### src/epiu_pkg.sv
// constants and state type of the external pin interrupt unit
package epiu_pkg;
   // ****************************************
   // register indices (byte address = 4 * index)
   // ****************************************
   localparam logic [9:0] IDX_PC_FLAGS = 10'h03b;
   localparam logic [9:0] IDX_EXT_FLAGS = 10'h03c;
   localparam logic [9:0] IDX_EXT_EN = 10'h03d;
   localparam logic [9:0] IDX_PC_EN = 10'h068;
   localparam logic [9:0] IDX_SENSE = 10'h069;
   localparam logic [9:0] IDX_MASK0 = 10'h06b;
   localparam logic [9:0] IDX_MASK1 = 10'h06c;
   localparam logic [9:0] IDX_MASK2 = 10'h06d;
   localparam logic [9:0] IDX_CTRL = 10'h070;
   // ****************************************
   // fields, codes, reset values
   // ****************************************
   localparam logic [1:0] SENSE_LOW = 2'h0;
   localparam logic [1:0] SENSE_ANY = 2'h1;
   localparam logic [1:0] SENSE_FALL = 2'h2;
   localparam logic [1:0] SENSE_RISE = 2'h3;
   localparam int CTRL_GIE_BIT = 0;
   localparam int CTRL_SLEEP_BIT = 1;
   localparam int NUM_EXT = 2;
   localparam int NUM_GRP = 3;
   localparam int NUM_PC = 24;
   localparam int NUM_PINS = NUM_EXT + NUM_PC;
   localparam logic [7:0] MASK1_USED = 8'h7f;
   localparam logic [7:0] REG_RESET = 8'h00;
   // request vector order
   localparam int IRQ_EXT0 = 0;
   localparam int IRQ_EXT1 = 1;
   localparam int IRQ_GRP0 = 2;
   localparam int NUM_IRQ = 5;

   typedef struct packed {
      logic [NUM_PINS-1:0] syncA;
      logic [NUM_PINS-1:0] syncB;
      logic [NUM_PINS-1:0] last;
      logic [3:0] sense;
      logic [1:0] extEn;
      logic [1:0] extFlag;
      logic [2:0] pcEn;
      logic [2:0] pcFlag;
      logic [7:0] mask0;
      logic [7:0] mask1;
      logic [7:0] mask2;
      logic gie;
      logic sleep;
      logic [31:0] prdata;
      logic pready;
      logic pslverr;
      logic [NUM_IRQ-1:0] irq;
      logic wake;
   } epiu_state_t;
endpackage : epiu_pkg

### src/epiu_top.sv
// external pin and pin-change interrupt unit with apb register slave
`timescale 1ns/10ps
`default_nettype none
module epiu_top
   import epiu_pkg::*;
(
   // clock and reset
   input wire logic clk,
   input wire logic sys_rst,
   // apb slave
   input wire logic psel,
   input wire logic penable,
   input wire logic pwrite,
   input wire logic [11:0] paddr,
   input wire logic [31:0] pwdata,
   input wire logic [3:0] pstrb,
   output logic [31:0] prdata,
   output logic pready,
   output logic pslverr,
   // pins
   input wire logic ext_irq_pin_zero,
   input wire logic ext_irq_pin_one,
   input wire logic [23:0] pin_change_inputs,
   // processor side
   input wire logic [4:0] irqAck,
   output logic [4:0] irqReq,
   output logic wakeReq
);
   // ****************************************
   // state
   // ****************************************
   epiu_state_t cur;
   epiu_state_t next_cur;

   logic stopped;
   logic [NUM_EXT-1:0] extEvent;
   logic [NUM_EXT-1:0] levelLow;
   logic [NUM_EXT-1:0] flagSeen;
   logic [NUM_GRP-1:0] pcEvent;
   logic [23:0] pinMask;
   logic [23:0] pcChg;

   assign stopped = cur.sleep;
   assign pinMask = {cur.mask2, cur.mask1, cur.mask0};
   // pins are read whatever their direction, so software can drive them
   assign pcChg = cur.syncB[NUM_PINS-1:NUM_EXT] ^ cur.last[NUM_PINS-1:NUM_EXT];

   // ****************************************
   // event detection
   // ****************************************
   genvar gi;
   generate
      for (gi = 0; gi < NUM_GRP; gi++) begin : g_grp
         // not gated by sleep: stands in for the clockless path
         assign pcEvent[gi] = |(pcChg[gi*8 +: 8] & pinMask[gi*8 +: 8]);
      end
      for (gi = 0; gi < NUM_EXT; gi++) begin : g_ext
         logic [1:0] mode;
         logic rise;
         logic fall;
         assign mode = cur.sense[gi*2 +: 2];
         assign rise = cur.syncB[gi] & ~cur.last[gi];
         assign fall = ~cur.syncB[gi] & cur.last[gi];
         assign levelLow[gi] = (mode == SENSE_LOW) & ~cur.syncB[gi];
         // a flag left from an edge mode must not read back or request
         assign flagSeen[gi] = cur.extFlag[gi] & (mode != SENSE_LOW);
         // edge logic runs only while the io clock runs
         assign extEvent[gi] = ~stopped & ((mode == SENSE_ANY & (rise | fall))
                               | (mode == SENSE_FALL & fall)
                               | (mode == SENSE_RISE & rise));
      end
   endgenerate

   // ****************************************
   // register decode
   // ****************************************
   logic [9:0] idx;
   logic hit;
   logic [7:0] rdByte;
   logic wrEn;
   logic w1c;
   assign idx = paddr[11:2];
   assign wrEn = psel & penable & pwrite & cur.pready & pstrb[0];
   assign w1c = wrEn;

   always_comb begin
      hit = 1'b1;
      rdByte = REG_RESET;
      if (idx == IDX_PC_FLAGS) begin
         rdByte = {5'h00, cur.pcFlag};
      end else if (idx == IDX_EXT_FLAGS) begin
         rdByte = {6'h00, flagSeen};
      end else if (idx == IDX_EXT_EN) begin
         rdByte = {6'h00, cur.extEn};
      end else if (idx == IDX_PC_EN) begin
         rdByte = {5'h00, cur.pcEn};
      end else if (idx == IDX_SENSE) begin
         rdByte = {4'h0, cur.sense};
      end else if (idx == IDX_MASK0) begin
         rdByte = cur.mask0;
      end else if (idx == IDX_MASK1) begin
         rdByte = cur.mask1;
      end else if (idx == IDX_MASK2) begin
         rdByte = cur.mask2;
      end else if (idx == IDX_CTRL) begin
         rdByte = {6'h00, cur.sleep, cur.gie};
      end else begin
         hit = 1'b0;
      end
   end

   // ****************************************
   // next state
   // ****************************************
   always_comb begin
      next_cur = cur;
      next_cur.syncA = {pin_change_inputs, ext_irq_pin_one, ext_irq_pin_zero};
      next_cur.syncB = cur.syncA;
      next_cur.last = cur.syncB;
      // answer one cycle after setup: data and error captured at setup
      next_cur.pready = psel & ~penable;
      if (psel & ~penable) begin
         next_cur.prdata = {24'h000000, rdByte};
         next_cur.pslverr = ~hit;
      end
      if (wrEn & hit) begin
         if (idx == IDX_EXT_EN) begin
            next_cur.extEn = pwdata[1:0];
         end else if (idx == IDX_PC_EN) begin
            next_cur.pcEn = pwdata[2:0];
         end else if (idx == IDX_SENSE) begin
            next_cur.sense = pwdata[3:0];
         end else if (idx == IDX_MASK0) begin
            next_cur.mask0 = pwdata[7:0];
         end else if (idx == IDX_MASK1) begin
            next_cur.mask1 = pwdata[7:0] & MASK1_USED;
         end else if (idx == IDX_MASK2) begin
            next_cur.mask2 = pwdata[7:0];
         end else if (idx == IDX_CTRL) begin
            next_cur.gie = pwdata[CTRL_GIE_BIT];
            next_cur.sleep = pwdata[CTRL_SLEEP_BIT];
         end
      end
      // flags: set beats clear when both land in one cycle
      for (int c = 0; c < NUM_EXT; c++) begin
         next_cur.extFlag[c] = (cur.extFlag[c] & ~irqAck[IRQ_EXT0 + c]
            & ~(w1c & idx == IDX_EXT_FLAGS & pwdata[c])) | extEvent[c];
         if (cur.sense[c*2 +: 2] == SENSE_LOW) begin
            next_cur.extFlag[c] = 1'b0;
         end
      end
      for (int g = 0; g < NUM_GRP; g++) begin
         next_cur.pcFlag[g] = (cur.pcFlag[g] & ~irqAck[IRQ_GRP0 + g]
            & ~(w1c & idx == IDX_PC_FLAGS & pwdata[g])) | pcEvent[g];
      end
      // requests toward the core
      for (int c = 0; c < NUM_EXT; c++) begin
         // a level gone before wake-up completes leaves no request behind
         next_cur.irq[IRQ_EXT0 + c] = cur.gie & cur.extEn[c]
            & ((levelLow[c] & ~stopped) | flagSeen[c]);
      end
      for (int g = 0; g < NUM_GRP; g++) begin
         next_cur.irq[IRQ_GRP0 + g] = cur.gie & cur.pcEn[g] & cur.pcFlag[g];
      end
      next_cur.wake = stopped & ((|(cur.extEn & levelLow)) | (|(cur.pcEn & cur.pcFlag)));
   end

   always_ff @(posedge clk) begin
      if (sys_rst) begin
         cur <= '0;
      end else begin
         cur <= next_cur;
      end
   end

   assign prdata = cur.prdata;
   assign pready = cur.pready;
   assign pslverr = cur.pslverr;
   assign irqReq = cur.irq;
   assign wakeReq = cur.wake;
endmodule : epiu_top
`default_nettype wire

### config.mk
export PLATFORM = sky130hd
export DESIGN_NAME = epiu_top
export DESIGN_NICKNAME = d
export VERILOG_FILES = /design/src/epiu_pkg.sv /design/src/epiu_top.sv
export SDC_FILE = /design/constraint.sdc
export NUM_CORES = 1
export LEC_CHECK = 0
export BUFFER_PORTS_ARGS = -buffer_cell sky130_fd_sc_hd__buf_2
export CORE_ASPECT_RATIO = 1.25
export CORE_MARGIN = 5
export CORE_UTILIZATION = 45
export DETAILED_ROUTE_END_ITERATION = 6
export PLACE_DENSITY = 0.69
export SKIP_LAST_GASP = 1
export SYNTH_ARGS = -nofsm -noshare
export SYNTH_HDL_FRONTEND = slang
export SYNTH_SLANG_ARGS = --single-unit
### constraint.sdc
create_clock -name clk -period 5.4 [get_ports clk]
set_input_delay 0.54 -clock clk [delete_from_list [all_inputs] [get_ports clk]]
set_output_delay 0.54 -clock clk [all_outputs]
set_load 0.005 [all_outputs]
# == Word-level counts from Yosys, hierarchy flattened ==
# Index checks and enable logic that the tools add are counted.
# W data, S select, Z words.
# totals
regBits,133
inputBits,84
out_inout_bits,40
word_cells,165
# classes
eq_ne,15
mux,18
n_bitwise,95
reduce_logical,18
# op_table
op,count
$mux W8,8
$eq A10 B7 Y1 const B,6
$and A1 B1 Y1,52
$eq A10 B6 Y1 const B,3
$reduce_or A8 Y1,3
$xor A24 B24 Y24,1
$not A1 Y1,23
$and A8 B8 Y8,2
$or A1 B1 Y1,14
$mux W1,9
$and A8 B7 Y8,1
$eq A2 B2 Y1 const B,4
$reduce_and A8 Y1,1
$reduce_and A7 Y1,1
$reduce_and A6 Y1,1
$reduce_or A2 Y1,3
$reduce_and A5 Y1,1
$eq A2 B1 Y1 const B,2
$logic_not A2 Y1,2
$reduce_and A4 Y1,1
$reduce_bool A2 Y1,2
$and A3 B3 Y3,1
$reduce_and A3 Y1,1
$reduce_or A3 Y1,1
3 further kinds,3

# == Longest topological paths before layout ==
# logic_depth
ltp_word,12
ltp_mapped,7
depth_no_buf,7

# == Worst setup path before layout ==
# Ideal clock, no wire load.
# synth_path
kind,input-to-reg
from,in paddr[11]
to,reg cur[47] (netlist bit)
arrival_time_ns,2.346
required_ns,5.272
path_slack_ns,2.927
stages,6
n_path_buf,1
cell_sequence,or4b_4 or4_4 buf_6 nor3_4 mux2i_1 nor2_1
# synth_via
elab_chain_cells,12
word_cells_on_any_way,25
# synth_lines
element,line,source
start: declaration,epiu_top.sv:14,"input wire logic [11:0] paddr,"
$eq A10 B7 Y1,epiu_top.sv:105,end else if (idx == IDX_CTRL) begin
$mux W1,epiu_top.sv:105,
$mux W1,epiu_top.sv:103,end else if (idx == IDX_MASK2) begin
$mux W1,epiu_top.sv:101,end else if (idx == IDX_MASK1) begin
$mux W1,epiu_top.sv:99,end else if (idx == IDX_MASK0) begin
$mux W1,epiu_top.sv:97,end else if (idx == IDX_SENSE) begin
$mux W1,epiu_top.sv:95,end else if (idx == IDX_PC_EN) begin
$mux W1,epiu_top.sv:93,end else if (idx == IDX_EXT_EN) begin
$mux W1,epiu_top.sv:91,end else if (idx == IDX_EXT_FLAGS) begin
$mux W1,epiu_top.sv:89,if (idx == IDX_PC_FLAGS) begin
$and A1 B1 Y1,epiu_top.sv:126,if (wrEn & hit) begin
$reduce_and A7 Y1 (no source line) (*),-,
end signal: assignment,epiu_top.sv:172,cur <= next_cur;
end: declaration,epiu_top.sv:32,epiu_state_t cur;
# Mark *: on every way between the ends. The rest lies on a longest branch, timed or not.
# A chain may end at the register's enable or synchronous reset.

# == Final worst setup path ==
# layout_path
from,in paddr[2]
to,reg cur[55] (netlist bit)
# layout_via
elab_chain_cells,12
word_cells_on_any_way,24
# layout_lines
element,line
$eq A10 B7 Y1,epiu_top.sv:105
$mux W1,epiu_top.sv:105
$mux W1,epiu_top.sv:103
$mux W1,epiu_top.sv:101
$mux W1,epiu_top.sv:99
$mux W1,epiu_top.sv:97
$mux W1,epiu_top.sv:95
$mux W1,epiu_top.sv:93
$mux W1,epiu_top.sv:91
$mux W1,epiu_top.sv:89
$and A1 B1 Y1,epiu_top.sv:126
$reduce_and A6 Y1 (no source line) (*),-
# Marks and branches as above.

==> out/qor.yml <==
initial_utilization_pct: 45.6
synth_top_area_share_pct: 49.3
overflow: 0
muxShareOfSynthArea_pct: 5.71
post-route-period-util_pct: 47.5
postCtsSetupBuffers: 0
finalNetCount: 684
antenna_found_initial: 0
whs_ps: 338
hold_class: "in2reg"
synth-xor-area-share_pct: 3.82
post_cts_resized: 0
cts.path.max_buffers: 2
routedWlPerCell_um: 15.2
setup_viol: 0
rsz0062_at_grt: "false"
clock_latency_ps: 410
ys_async_sr_fraction_pct: 0
peakVddDrop_v: 0.000204
yosysTopAreaCell: "dfxtp_1"
yosys-top-cells-area: "dfxtp_1, nor2b_1, mux2i_1"
avgViaCountPerCell: 5.16
ys_seq_area_share_pct: 49.3
netlist_area_sq_mm: 0.00528
cp-start-kind: "primary input"
postCtsHoldBufs: 0
cap_viol_max_count: 0
ys_seq_elements: 130
drtIter0Drc: 330
drc: 0
dpl.hpwl_um: 8150
die_w_um: 107
synth_simple_gate_area_share_pct: 21.3
tritoncts: "done"
min_period_ps: 2560
grt_pass1_vias: 3822
avgSynthCellArea_sq_um: 9.68
h-tree-depth: 4
root_buffer: "clkbuf_16"
clkTransAtPathRegs_ps: 50
synth_fa_ha_area_share_pct: 0.948
cp_max_fo: 22
synth_ff_type: "dfxtp_1"
ant_nets: 0
maxSlewHeadroom_pct: 20.8
drt_wl_total_um: 11300
synthTopCellsByCount: "dfxtp_1, nor2b_1, nor2_1"
dr_total_vias: 3854
crit_required_ps: 5650
grt_pass1_wl_um: 18500
worst-slew-pin-transition_ps: 1190
io_buffers: 69
fp.dieArea_sq_mm: 0.0140
ys_warn_count: 0
cts_sinks: 130
grt_max_degree: 122
grtUsageTotal_pct: 17.1
worstSetupPathType: "in2reg"
rows: 44
die_height_um: 131
pin_count: 124
yosysMostFrequentCell: "dfxtp_1"
setup-tns-final_ps: 0
gp_congestion: 0.910
hold_viol_final: 0
synth_cell_type_count: 57
synth_top_family_by_area: "simple AND/OR/NAND/NOR gates"
p_leak_nw: 2.54
worstSetupEndpointType: "flip-flop"
netlist_instances: 545
setup_slack_ps: 2840
post-place-ws_ps: 2470
design_power_total_mw: 2.15
synth_compound_area_share_pct: 10.6
drive_gt1_share_pct: 18.2
final-max-slew-violation-count: 0
arrival_ps: 2810
core_sq_mm: 0.0116
diodes: 0
cts_made_buffers: 17
fmax_ghz: 0.390
status: "complete, no violations"
dr.pass1.iters: 5
power.density_mw_per_mm2: 353
area_growth_pct: 15.0
skew_ps: 4.85
synth_edf_count: 0
## state kept, by name, indices dropped and copies added, names as in the netlist
signal / flops
prdata: 8
pready: 1
cur: 113
wakeReq: 1
stopped: 1
irqReq: 5
pslverr: 1
## per-stage QoR
step / cells / util (%) / instance area (sq um)
after floorplan: 568 / - / 5360
after global placement: 715 / 47.7 / 5520
after detailed placement: 715 / 47.7 / 5520
after CTS: 747 / 52.5 / 6070
after global routing: 747 / 52.5 / 6070
final: 747 / 52.5 / 6070
## path summary, 6_finish.rpt
check	from	to	slack, ps	cells past startpoint
setup / recovery	paddr[2]	cur[55]	2840	6
hold / removal	pin_change_inputs[7]	cur[141]	340	2
setup reg to reg	pready	cur[55]	3190	5
hold reg to reg	cur[145]	cur[119]	430	1
## cell families after synthesis
group	Yosys count
adder cells (fa/ha/maj)	4
other	1
flip-flops	130
multiplexers	30
buffers and inverters	77
XOR/XNOR	23
AO/OA/AOI/OAI	82
AND/OR/NAND/NOR	198
## where the power goes
part           leakage, nW  internal, mW  switching, mW
sequential            1.06         0.983        0.00856
clock                0.259         0.645          0.408
combinational         1.23        0.0418         0.0591
## area by class of cell
cell class	count	area, sq um
Tap cell	138	173
Fill cell	1106	5490
Timing Repair Buffer	70	355
Clock buffer	20	447
Clock inverter	12	109
Inverter	16	60.1
Sequential cell	130	2600
Multi-Input combinational cell	361	2320
## metal layers
layer	routed length [um]	track usage, %	vias to the layer above
li1	-	-	1915
met2	5680	29.7	132
met1	4430	18.5	1776
met3	791	5.63	31
met5	0	0	-
met4	444	9.48	0
## critical path: stages
cell      delay [ps]
buf_2            240
or4b_2           700
a211oi_1         530
or3b_1           490
mux2i_1          250
nor2_1            50
## placed cells by master, fill, tap and decap left out, types with 9 or more instances in the layout
cell type  synthesis  final
dfxtp_1          130    130
nor2b_1           74     74
buf_2              1     68
nor2_1            46     46
mux2i_1           29     29
conb_1             1     24
xor2_1            23     23
nand2_1           22     22
o21ai_0           20     20
clkbuf_16          0     17
inv_1             16     16
a21oi_1           14     14
nand2b_1          10     10
nand3_1            9      9
(Power assumes the default switching activity.)
